**src/logic/sp_host_params.svh**
```systemverilog
// Offsets, field positions, reset values and timing counts of the host
`ifndef SP_HOST_PARAMS_SVH
`define SP_HOST_PARAMS_SVH

// Clock and link timing
`define CLK_PERIOD_NS 10
`define SCK_HALF_CYC 4
`define STANDBY_TRIGGER_TIME_NS 20000
`define STANDBY_TRIGGER_CYC \
    ((`STANDBY_TRIGGER_TIME_NS + `CLK_PERIOD_NS - 1) / `CLK_PERIOD_NS)
`define SERIAL_ENTRY_WINDOW_NS 1000
`define SERIAL_ENTRY_CYC ((`SERIAL_ENTRY_WINDOW_NS / `CLK_PERIOD_NS) / 2)

// APB register offsets
`define APB_AW 8
`define REG_CTRL 8'h00
`define REG_CMD 8'h04
`define REG_WDATA_LO 8'h08
`define REG_WDATA_HI 8'h0C
`define REG_RDATA_LO 8'h10
`define REG_RDATA_HI 8'h14
`define REG_STATUS 8'h18

// Control register bits
`define CTRL_START 0
`define CTRL_STANDBY 1
`define CTRL_WAKE 2
`define CTRL_TX_LEVEL 3
`define TX_LEVEL_RESET 1'b1

// Command byte fields
`define CMD_DIR 7
`define CMD_LEN_HI 6
`define CMD_LEN_LO 5
`define CMD_ADDR_HI 4
`define CMD_RESET 8'h00

// Status register bits
`define STAT_BUSY 0
`define STAT_DONE 1
`define STAT_STANDBY 2
`define STAT_RX 3
`define STAT_TX_PIN 4

`endif

```
**src/logic/sp_host_pkg.sv**
```systemverilog
// Types shared by the serial-port host and its tick divider
`include "sp_host_params.svh"

package sp_host_pkg;

    typedef enum logic [2:0] {
        ST_NORMAL,
        ST_STBY_HOLD,
        ST_STANDBY,
        ST_SP_ENTRY,
        ST_SP_SHIFT,
        ST_SP_EXIT
    } host_state_t;

    typedef struct packed {
        host_state_t state;
        logic [15:0] timer;
        logic phase;
        logic [6:0] bit_cnt;
        logic [7:0] cmd;
        logic [63:0] wdata;
        logic [63:0] rdata;
        logic tx_level;
        logic done;
        logic mode_o;
        logic tx_o;
        logic tx_oe;
        logic [1:0] tx_sync;
        logic [1:0] rx_sync;
        logic [31:0] prdata;
        logic pready;
        logic pslverr;
    } host_regs_t;

    typedef struct packed {
        logic [7:0] count;
        logic tick;
    } div_regs_t;

endpackage : sp_host_pkg

```
**src/logic/sp_host.sv**
```systemverilog
// Host controller driving the shared mode and transmit pins of the device
//
// Rules from the document
// Mode pin falls, transmit held high: standby
// Mode pin rising edge returns device to normal
// Falling mode edge acts whatever transceiver state
// Mode low, then transmit falls within window
// Serial mode: mode clocks, transmit carries data
// Outside serial mode transmit level drives bus
// Device blocks sending in sleep, shutdown, reset
// Device passes debounced bus level to receive
// Over-temperature resets device, transceiver recessive
// No wake-up during thermal shutdown
// Device reinitializes fully after temperature recovers
// Low-slew setting reverts; host reselects it
// Frame: command byte then whole data bytes
// Command: direction, two length bits, address
// Direction zero writes, one reads
// Length code gives one, two, four, eight
// Single-byte transfer ends serial mode
// Later bytes go to next address
// All fields sent most significant bit first
// Write bits driven on rise, sampled falling
// Command bits driven on rise, sampled falling
// Read data driven on rise, host samples falling
// Register space is 32 bytes
// Multi-byte transfer also ends serial mode
// Data line turns after address, back after
`timescale 1ns/10ps
`default_nettype none
`include "sp_host_params.svh"

module sp_host
    import sp_host_pkg::*;
(
    // Clock and reset
    input wire logic clk,
    input wire logic srst,
    // APB slave
    input wire logic psel,
    input wire logic penable,
    input wire logic pwrite,
    input wire logic [`APB_AW-1:0] paddr,
    input wire logic [31:0] pwdata,
    output logic [31:0] prdata,
    output logic pready,
    output logic pslverr,
    // Mode pin, serial clock in serial mode
    output logic mode_o,
    // Transmit pin, serial data in serial mode
    input wire logic tx_i,
    output logic tx_o,
    output logic tx_oe,
    // Receive pin from the device
    input wire logic rx_i
);

    host_regs_t r;
    host_regs_t n;
    logic tick;
    logic sck_run;
    logic wr_take;
    logic rd_take;
    logic busy;
    logic is_read;
    logic [3:0] nbytes;
    logic [6:0] last_bit;
    logic [5:0] data_idx;

    // Serial clock half-period ticks, only while shifting; the divider
    // restarts per frame, so the first half period is full length
    assign sck_run = (r.state == ST_SP_SHIFT);

    sp_tick_div u_div (
        .clk(clk),
        .srst(srst),
        .run(sck_run),
        .tick(tick)
    );

    // APB strobes; pready comes one cycle into the access phase
    // Writes act only at the edge where pready is seen high
    assign rd_take = psel & penable & ~r.pready & ~pwrite;
    assign wr_take = psel & penable & r.pready & pwrite;
    // Standby is not busy: software may wake the device at any time
    assign busy = (r.state != ST_NORMAL) && (r.state != ST_STANDBY);

    // Data bytes in a frame for a length code; a table rather than a shift
    // so it reads the same as the command byte layout
    function automatic logic [3:0] frame_bytes(input logic [1:0] code);
        logic [3:0] count;
        case (code)
            2'b00: begin
                count = 4'h1;
            end
            2'b01: begin
                count = 4'h2;
            end
            2'b10: begin
                count = 4'h4;
            end
            default: begin
                count = 4'h8;
            end
        endcase
        return count;
    endfunction : frame_bytes

    // Wire position of a data bit: byte k sits at bits 8k+7..8k of the
    // 64-bit buffer and leaves the pin MSB first; the byte number is cut
    // to three bits on purpose, the count never passes byte 7
    function automatic logic [5:0] data_bit(input logic [6:0] cnt);
        logic [2:0] byte_no;
        byte_no = 3'(cnt[6:3] - 4'h1);
        return {byte_no, ~cnt[2:0]};
    endfunction : data_bit

    // Frame geometry from the latched command byte; the command is frozen
    // while busy, so these stay steady for the whole frame
    assign is_read = r.cmd[`CMD_DIR];
    assign nbytes = frame_bytes({r.cmd[`CMD_LEN_HI],
        r.cmd[`CMD_LEN_LO]});
    assign last_bit = {nbytes, 3'b111};
    assign data_idx = data_bit(r.bit_cnt);

    always_comb begin
        n = r;
        n.pready = 1'b0;
        n.pslverr = 1'b0;
        n.prdata = 32'h0000_0000; // Read data stands only beside pready

        // Two-stage synchronisers on the pins from the device
        // Read bits reach tx_sync[1] three cycles after the rising edge,
        // one inside the four-cycle half period: the divider must not shrink
        n.tx_sync = {r.tx_sync[0], tx_i};
        n.rx_sync = {r.rx_sync[0], rx_i};

        // Read answer prepared together with pready
        // Unmapped or misaligned offsets answer with pslverr and no data
        if (psel & penable & ~r.pready) begin
            n.pready = 1'b1;
            n.prdata = 32'h0000_0000;
            case (paddr)
                `REG_CTRL: begin
                    n.prdata[`CTRL_TX_LEVEL] = r.tx_level;
                end
                `REG_CMD: begin
                    n.prdata[7:0] = r.cmd;
                end
                `REG_WDATA_LO: begin
                    n.prdata = r.wdata[31:0];
                end
                `REG_WDATA_HI: begin
                    n.prdata = r.wdata[63:32];
                end
                `REG_RDATA_LO: begin
                    n.prdata = r.rdata[31:0];
                end
                `REG_RDATA_HI: begin
                    n.prdata = r.rdata[63:32];
                end
                `REG_STATUS: begin
                    n.prdata[`STAT_BUSY] = busy;
                    n.prdata[`STAT_DONE] = r.done;
                    n.prdata[`STAT_STANDBY] = (r.state == ST_STANDBY);
                    n.prdata[`STAT_RX] = r.rx_sync[1];
                    n.prdata[`STAT_TX_PIN] = r.tx_sync[1];
                end
                default: begin
                    n.pslverr = 1'b1;
                end
            endcase
            if (!rd_take) begin
                n.prdata = 32'h0000_0000;
            end
        end

        // Register writes land at the edge where pready is seen high;
        // frame setup is frozen while a sequence runs
        if (wr_take) begin
            case (paddr)
                `REG_CTRL: begin
                    // Level is kept always; it reaches the pin in normal only
                    n.tx_level = pwdata[`CTRL_TX_LEVEL];
                end
                `REG_CMD: begin
                    // Frame setup stays open between frames, so software
                    // can restore device settings lost to a restart
                    if (!busy) begin
                        n.cmd = pwdata[7:0];
                    end
                end
                `REG_WDATA_LO: begin
                    if (!busy) begin
                        n.wdata[31:0] = pwdata;
                    end
                end
                `REG_WDATA_HI: begin
                    if (!busy) begin
                        n.wdata[63:32] = pwdata;
                    end
                end
                `REG_STATUS: begin
                    // A frame ending in this cycle sets done again: set wins
                    if (pwdata[`STAT_DONE]) begin
                        n.done = 1'b0;
                    end
                end
                default: begin
                end
            endcase
        end

        // Pin sequencer
        case (r.state)
            ST_NORMAL: begin
                n.mode_o = 1'b1;
                n.tx_oe = 1'b1;
                n.tx_o = r.tx_level;
                if (wr_take && paddr == `REG_CTRL) begin
                    // Start wins if standby is asked for in the same write
                    if (pwdata[`CTRL_START]) begin
                        // Mode falls with transmit high, then a quick
                        // transmit fall marks serial entry
                        n.mode_o = 1'b0;
                        n.tx_o = 1'b1;
                        n.timer = 16'h0000;
                        n.state = ST_SP_ENTRY;
                    end else if (pwdata[`CTRL_STANDBY]) begin
                        n.mode_o = 1'b0;
                        n.tx_o = 1'b1;
                        n.timer = 16'h0000;
                        n.state = ST_STBY_HOLD;
                    end
                end
            end
            ST_STBY_HOLD: begin
                // Transmit held high for the standby trigger time;
                // a fall inside the entry window would start a frame instead
                n.tx_o = 1'b1;
                if (r.timer == 16'(`STANDBY_TRIGGER_CYC - 1)) begin
                    n.state = ST_STANDBY;
                end else begin
                    n.timer = r.timer + 16'h0001;
                end
            end
            ST_STANDBY: begin
                // Wake-up may be ignored by a device in thermal shutdown
                n.tx_o = 1'b1;
                if (wr_take && paddr == `REG_CTRL && pwdata[`CTRL_WAKE]) begin
                    n.mode_o = 1'b1;
                    n.state = ST_NORMAL;
                end
            end
            ST_SP_ENTRY: begin
                // Drop transmit at half the window so slack stays both ways
                // Timer counts from the edge at which the mode pin fell
                if (r.timer == 16'(`SERIAL_ENTRY_CYC - 1)) begin
                    n.tx_o = 1'b0;
                    n.phase = 1'b0;
                    n.bit_cnt = 7'h00;
                    n.state = ST_SP_SHIFT;
                end else begin
                    n.timer = r.timer + 16'h0001;
                end
            end
            ST_SP_SHIFT: begin
                if (tick && !r.phase) begin
                    // Rising serial clock: present the next bit
                    n.mode_o = 1'b1;
                    n.phase = 1'b1;
                    if (r.bit_cnt < 7'd8) begin
                        n.tx_oe = 1'b1;
                        n.tx_o = r.cmd[~r.bit_cnt[2:0]];
                    end else if (is_read) begin
                        // Both ends let go for a cycle; the pull-up holds it
                        n.tx_oe = 1'b0;
                    end else begin
                        n.tx_oe = 1'b1;
                        n.tx_o = r.wdata[data_idx];
                    end
                end else if (tick && r.phase) begin
                    // Falling serial clock: device samples, host reads
                    n.mode_o = 1'b0;
                    n.phase = 1'b0;
                    if (is_read && r.bit_cnt >= 7'd8) begin
                        n.rdata[data_idx] = r.tx_sync[1];
                    end
                    if (r.bit_cnt == last_bit) begin
                        n.timer = 16'h0000;
                        n.state = ST_SP_EXIT;
                    end else begin
                        n.bit_cnt = r.bit_cnt + 7'h01;
                    end
                end
            end
            ST_SP_EXIT: begin
                // Device has left serial mode; line back to transmit use
                // Mode stays low a half period so the last fall stands full
                n.tx_oe = 1'b1;
                n.tx_o = 1'b1;
                if (r.timer == 16'(`SCK_HALF_CYC - 1)) begin
                    n.mode_o = 1'b1;
                    n.state = ST_NORMAL;
                    n.done = 1'b1;
                end else begin
                    n.timer = r.timer + 16'h0001;
                end
            end
            default: begin
                n.state = ST_NORMAL;
            end
        endcase
    end

    // Single register stage for all state
    always_ff @(posedge clk) begin
        if (srst) begin
            r <= '0;
            r.state <= ST_NORMAL;
            r.mode_o <= 1'b1;
            r.tx_o <= `TX_LEVEL_RESET;
            r.tx_oe <= 1'b1;
            r.tx_level <= `TX_LEVEL_RESET;
            r.cmd <= `CMD_RESET;
            // Bus answer and frame counters start cleared
            r.pready <= 1'b0;
            r.pslverr <= 1'b0;
            r.prdata <= 32'h0000_0000;
            r.done <= 1'b0;
            r.timer <= 16'h0000;
            r.bit_cnt <= 7'h00;
            r.phase <= 1'b0;
        end else begin
            r <= n;
        end
    end

    // Outputs straight from the register stage
    assign prdata = r.prdata;
    assign pready = r.pready;
    assign pslverr = r.pslverr;
    assign mode_o = r.mode_o;
    assign tx_o = r.tx_o;
    assign tx_oe = r.tx_oe;

endmodule : sp_host
`default_nettype wire

```
**src/logic/sp_tick_div.sv**
```systemverilog
// Half-period tick divider for the serial clock
`timescale 1ns/10ps
`default_nettype none
`include "sp_host_params.svh"

module sp_tick_div
    import sp_host_pkg::*;
(
    // Clock and reset
    input wire logic clk,
    input wire logic srst,
    // Control and tick
    input wire logic run,
    output logic tick
);

    div_regs_t r;
    div_regs_t n;

    // Count while running; restart from zero when stopped
    always_comb begin
        n = r;
        n.tick = 1'b0;
        if (!run) begin
            n.count = 8'h00;
        end else if (r.count == 8'(`SCK_HALF_CYC - 1)) begin
            n.count = 8'h00;
            n.tick = 1'b1;
        end else begin
            n.count = r.count + 8'h01;
        end
    end

    always_ff @(posedge clk) begin
        if (srst) begin
            r <= '0;
        end else begin
            r <= n;
        end
    end

    assign tick = r.tick;

endmodule : sp_tick_div
`default_nettype wire

```
**config.mk**
```make
export PLATFORM = sky130hd
export DESIGN_NAME = sp_host
export DESIGN_NICKNAME = d
export VERILOG_FILES = /design/src/logic/sp_host_pkg.sv /design/src/logic/sp_host.sv /design/src/logic/sp_tick_div.sv
export VERILOG_INCLUDE_DIRS = /design/src /design/src/logic
export SDC_FILE = /design/constraint.sdc
export NUM_CORES = 1
export LEC_CHECK = 0
export BUFFER_PORTS_ARGS = -buffer_cell sky130_fd_sc_hd__buf_2
export CAP_MARGIN = 5
export CORE_AREA = 2 2 155 157
export CTS_CLUSTER_DIAMETER = 200
export DETAILED_ROUTE_END_ITERATION = 16
export DIE_AREA = 0 0 157 159
export REMOVE_ABC_BUFFERS = 1
export SYNTH_ARGS = -nofsm -noshare
export SYNTH_HDL_FRONTEND = slang
export SYNTH_HIERARCHICAL = 1
export SYNTH_SLANG_ARGS = --single-unit
export TNS_END_PERCENT = 1
```
**constraint.sdc**
```tcl
create_clock -name clk -period 3.4 [get_ports clk]
set_input_delay 0.51 -clock clk [delete_from_list [all_inputs] [get_ports clk]]
set_output_delay 0.51 -clock clk [all_outputs]
set_load 0.005 [all_outputs]
```
Word-level counts from Yosys, hierarchy flattened

Cells that the tools add are included.

Add/sub/neg operators: 4
$lt $le $gt $ge: 5
Eq/ne operators: 35
Muxes and demuxes: 55
Bitwise gates (word level): 13
Reduce and logical (&&, ||, !) cells: 36

Operators by type and width:

| operator              | number |
|---|---|
| $pmux 24 s4           | 1 |
| $mux 19               | 5 |
| $pmux 16 s5           | 1 |
| $bwmux 64             | 1 |
| $mux 16               | 3 |
| $pmux 3 s6            | 2 |
| $mux 27               | 1 |
| $eq 8x5->1 const B    | 3 |
| $ne 2x2->1 const B    | 12 |
| $reduce_and 9->1      | 2 |
| $add 16x1->16 const B | 1 |
| $eq 16x11->1 const B  | 1 |
| $eq 16x2->1 const B   | 1 |
| $eq 16x6->1 const B   | 1 |
| $eq 8x4->1 const B    | 2 |
| $mux 1                | 16 |
| $pmux 8 s2            | 1 |
| $pmux 3 s5            | 1 |
| $mux 2                | 7 |
| $mux 7                | 2 |
| $mux 3                | 4 |
| $pmux 4 s3            | 1 |
| $reduce_and 3->1      | 4 |
| $reduce_and 4->1      | 3 |
| other kinds (44)      | 72 |

Logic and storage cells: 168
Input port bits: 47
Bits in registers: 215
Output and inout bits: 37

Depth between registers and ports, before layout

Word-level depth: 7
Depth in mapped cells: 11
Depth with buffers taken out: 9

Cells and area by module

The synthesis kept the hierarchy.

By module, submodules not included:

| module      | area an instance (um^2) | cells each | times used |
|---|---|---|---|
| sp_host     | 10,131.0                | 1,258      | 1 |
| sp_tick_div | 369.1                   | 41         | 1 |

Worst setup path after synthesis

OpenSTA, ideal clock, no wires.

Path type: input to register
Start point: input port paddr[4]
End point: register r[108] in the netlist's numbering
Path buffers: 4
Data arrival time: 2.277 ns
Required time: 3.268 ns
Slack: 0.991 ns
Cell stages on the path: 9
Path through: buf_2 -> or3_1 -> or2_1 -> buf_2 -> or4_1 -> clkbuf_1 -> buf_2 -> nand2_1 -> a21oi_1

Word-level cells in the longest chain between the ends: 2

RTL lines:

| what                       | RTL line       | RTL |
|---|---|---|
| start: declaration         | sp_host.sv:43  | `` input wire logic [`APB_AW-1:0] paddr, `` |
| $eq 8x4->1                 | sp_host.sv:181 | `case (paddr)` |
| $reduce_and 3->1 (no line) | n/a            |  |
| end signal: assignment     | sp_host.sv:335 | `r <= n;` |
| end: declaration           | sp_host.sv:58  | `host_regs_t r;` |

Every way passes these cells.
A chain may end at the register's enable or synchronous reset.

Final worst setup path

Start point: register r[205] in the netlist's numbering
End point: register r[98] in the netlist's numbering

Word-level cells in the longest chain between the ends: 2

RTL lines:

| what                       | RTL line      | RTL |
|---|---|---|
| $eq 3x3->1                 | n/a           |  |
| named net sck_run          | sp_host.sv:61 | `logic sck_run;` |
| $reduce_and 4->1 (no line) | n/a           |  |

The timed path passes the listed nets, and every way through them passes these cells.

==> results.md <==
- DRC: 0
- GR Overflow Total: 0
- Post-synth EDFFs: 0
- Cells after Synth: 1299
- Num rows: 56
- First-iteration detailed-routing DRC count: 859
- Clk pin slew, worst setup/hold paths: 0.06 ns
- Commonest cells in the netlist: 215 x dfxtp_1, 213 x nand2_1, 193 x nor2_1, 118 x a21oi_1, 69 x mux2i_1
- Cells along the critical path: nand2_1 > inv_2 > and2_1 > o2111a_1 > nand2_1 > nor2_1 > mux2i_1 > nor2_1
- # H-tree levels: 1
- Synthesized flop and latch total: 215
- Die area: 24960 um2
- Final period util: 79.49%
- Final WL: 29.59 mm
- Post-synth ARST share: 0%
- Port buffer count: 83
- Top_reg_cell synth: dfxtp_1
- PwrDens: 445.9 nW/um2
- Starting Density: 45.27%
- Max frequency: 0.3700 GHz
- Post-CTS Hold Buffers: 0
- Critical-path top delay cell: dfxtp_1
- CP max FO: 14
- Final hold violation count: 0
- Slew Limit Headroom: 29.80%
- Most common cell in the synthesized netlist: dfxtp_1
- CP top delay family: simple AND/OR/NAND/NOR gates
- Area leader, netlist: dfxtp_1
- Sequential fraction of the synthesis area: 40.99%
- DP Wirelength: 19.73 mm
- Fin nets: 1367
- CP required: 3.79 ns
- Crit start category: flip-flop
- Ports: 84
- Post-CTS setup buffers: 0
- Root Driver: clkbuf_16
- Total CTS buffers: 25
- Tmin final: 2.703 ns
- Clock buffer depth: 3
- Design Area, Final: 11710 um2
- Unrepaired setup endpoints after global routing: no
- Max VDD drop: 0.2771 mV
- Post-cts repair resize count: 0
- Chip height: 159 um
- Dominant cells by area after synthesis: dfxtp_1 41%, nand2_1 7.6%, nor2_1 6.9%, mux2i_1 6.6%, a21oi_1 5.6%
- CP bufs+invs: 1
- Setup crit end kind: flip-flop
- Post-Syn Area: 10500 um2
- First-pass GRT wire length: 47.21 mm
- CP Class: reg -> reg
- Final GP Congestion: 0.8425
- CP Data Arrival Time: 3.09 ns
- ANT nets after route: 0
- WL/cell: 17.94 um
- Setup TNS: 0 ns
- CP peak stage delay: 0.58 ns
- Final Setup Violations: 0
- Count of cell types in the netlist: 76
- Top cell type's share of synthesized area: 40.99%
- Initial DRT Pass Iterations: 7
- Synth warn: 6
- Post-DP Area: 10920 um2
- Static Leak: 4.020 nW
- Via count: 9236
- Diodes inserted: 0
- Largest net degree at the start of global routing: 72
- Outcome: completed
- Pins over their slew limit: 0
- Placeable Area: 23190 um2
- Max cap viols: 0
- Post-layout util: 50.47%
- CTS tree: built
- Vias in the first global route: 8595
- # clock sinks: 215
- Layout cells sized above 1: 16.17%
- Worst-Margin Slew: 1.053 ns
- Vias per cell: 5.601
- Area growth syn-to-layout: 11.49%
- Width of the die: 157 um
- Avg Cell Area, Syn: 8.083 um2
- Clk_skew: 0.01021 ns
- Initial antenna violation count: 0
- Worst hold path type: in -> reg
- Overall routing resource usage: 23.37%
- Clk_lat worst skew: 0.53 ns
==> per-layer routing <==
layer / GRT usage, % / up-vias / share of wire (%)
li1: - / 4547 / -
met4: 5.046 / 0 / 1.6
met2: 36.94 / 265 / 46
met1: 33.98 / 4390 / 47
met3: 3.157 / 34 / 5.9
met5: 0 / - / 0
==> per-stage QoR <==
step	power (W)	setup WS (ns)	instances	hold slack, ns
after floorplan	0.002612	0.3076	1177	0.4138
after CTS	0.005264	0.7530	1649	0.1609
after global placement	0.002718	0.6523	1605	0.4175
after global routing	0.005385	0.4537	1649	0.1691
after detailed placement	0.002718	0.5844	1605	0.4241
final	0.005219	0.6972	1649	0.1781
==> layout make-up <==
class                           count  area (um2)
Sequential cell                   215        4305
Fill cell                        2256       11490
Inverter                           19       71.32
Tap cell                          319       399.1
Clock buffer                       35       723.2
Timing Repair Buffer              109       613.1
Multi-Input combinational cell    943        5534
Clock inverter                      9       60.06
==> path summary, 6_finish.rpt <==
kind,from,cells past startpoint,slack (ns),end
worst max-delay path,r[205],8,0.70,r[98]
worst min-delay path,pwrite,2,0.18,prdata[3]
worst max register to register,r[205],8,0.70,r[98]
worst min register to register,n[35],1,0.43,r[35]
==> power by group <==
group          leakage (nW)  internal (W)  switching, W
sequential             1.73       0.00252    0.00000446
combinational          1.89     0.0000393     0.0000965
clock                 0.397       0.00148       0.00107
==> cells by family (layout without fill, tap and decap cells) <==
logic type / Yosys count / after routing / synth area share [%]
AOI/OAI and AO/OA: 286 / 286 / 17.34
xor gates and xnor gates: 8 / 8 / 0.6673
adders and majority gates: 7 / 7 / 0.8341
buffers and inverters: 141 / 172 / 6.613
DFF: 215 / 215 / 40.99
muxes: 103 / 103 / 10.55
and+or+nand+nor: 539 / 539 / 23.01
==> flip-flops by register name, summed over array words and instances (netlist names) <==
signal and count:
tx_oe 1, n 2, pready 1, mode_o 1
r 166, u_div/r 8, prdata 32, tx_o 1
is_read 1, u_div/tick 1, pslverr 1
==> placed cells by master, fill, tap and decap left out, drive strengths merged, types with 5 or more instances in the layout <==
cell type	synthesis	layout
a222oi	27	27
nand4	12	12
a31oi	14	14
a221oi	7	7
nor3	19	19
and2	5	5
nand2	213	213
nand3	34	34
or2	5	5
or4	5	5
nand2b	6	6
xnor2	5	5
nor2	195	195
ha	7	7
dfxtp	215	215
a21oi	120	120
or3	10	10
buf	65	109
and3	6	6
clkinv	1	9
mux2	31	31
mux2i	69	69
nor2b	12	12
inv	18	19
clkbuf	57	35
nor4	5	5
o21ai	65	65
a311oi	8	8
o211ai	7	7
Power figures use the tool's default switching activity.
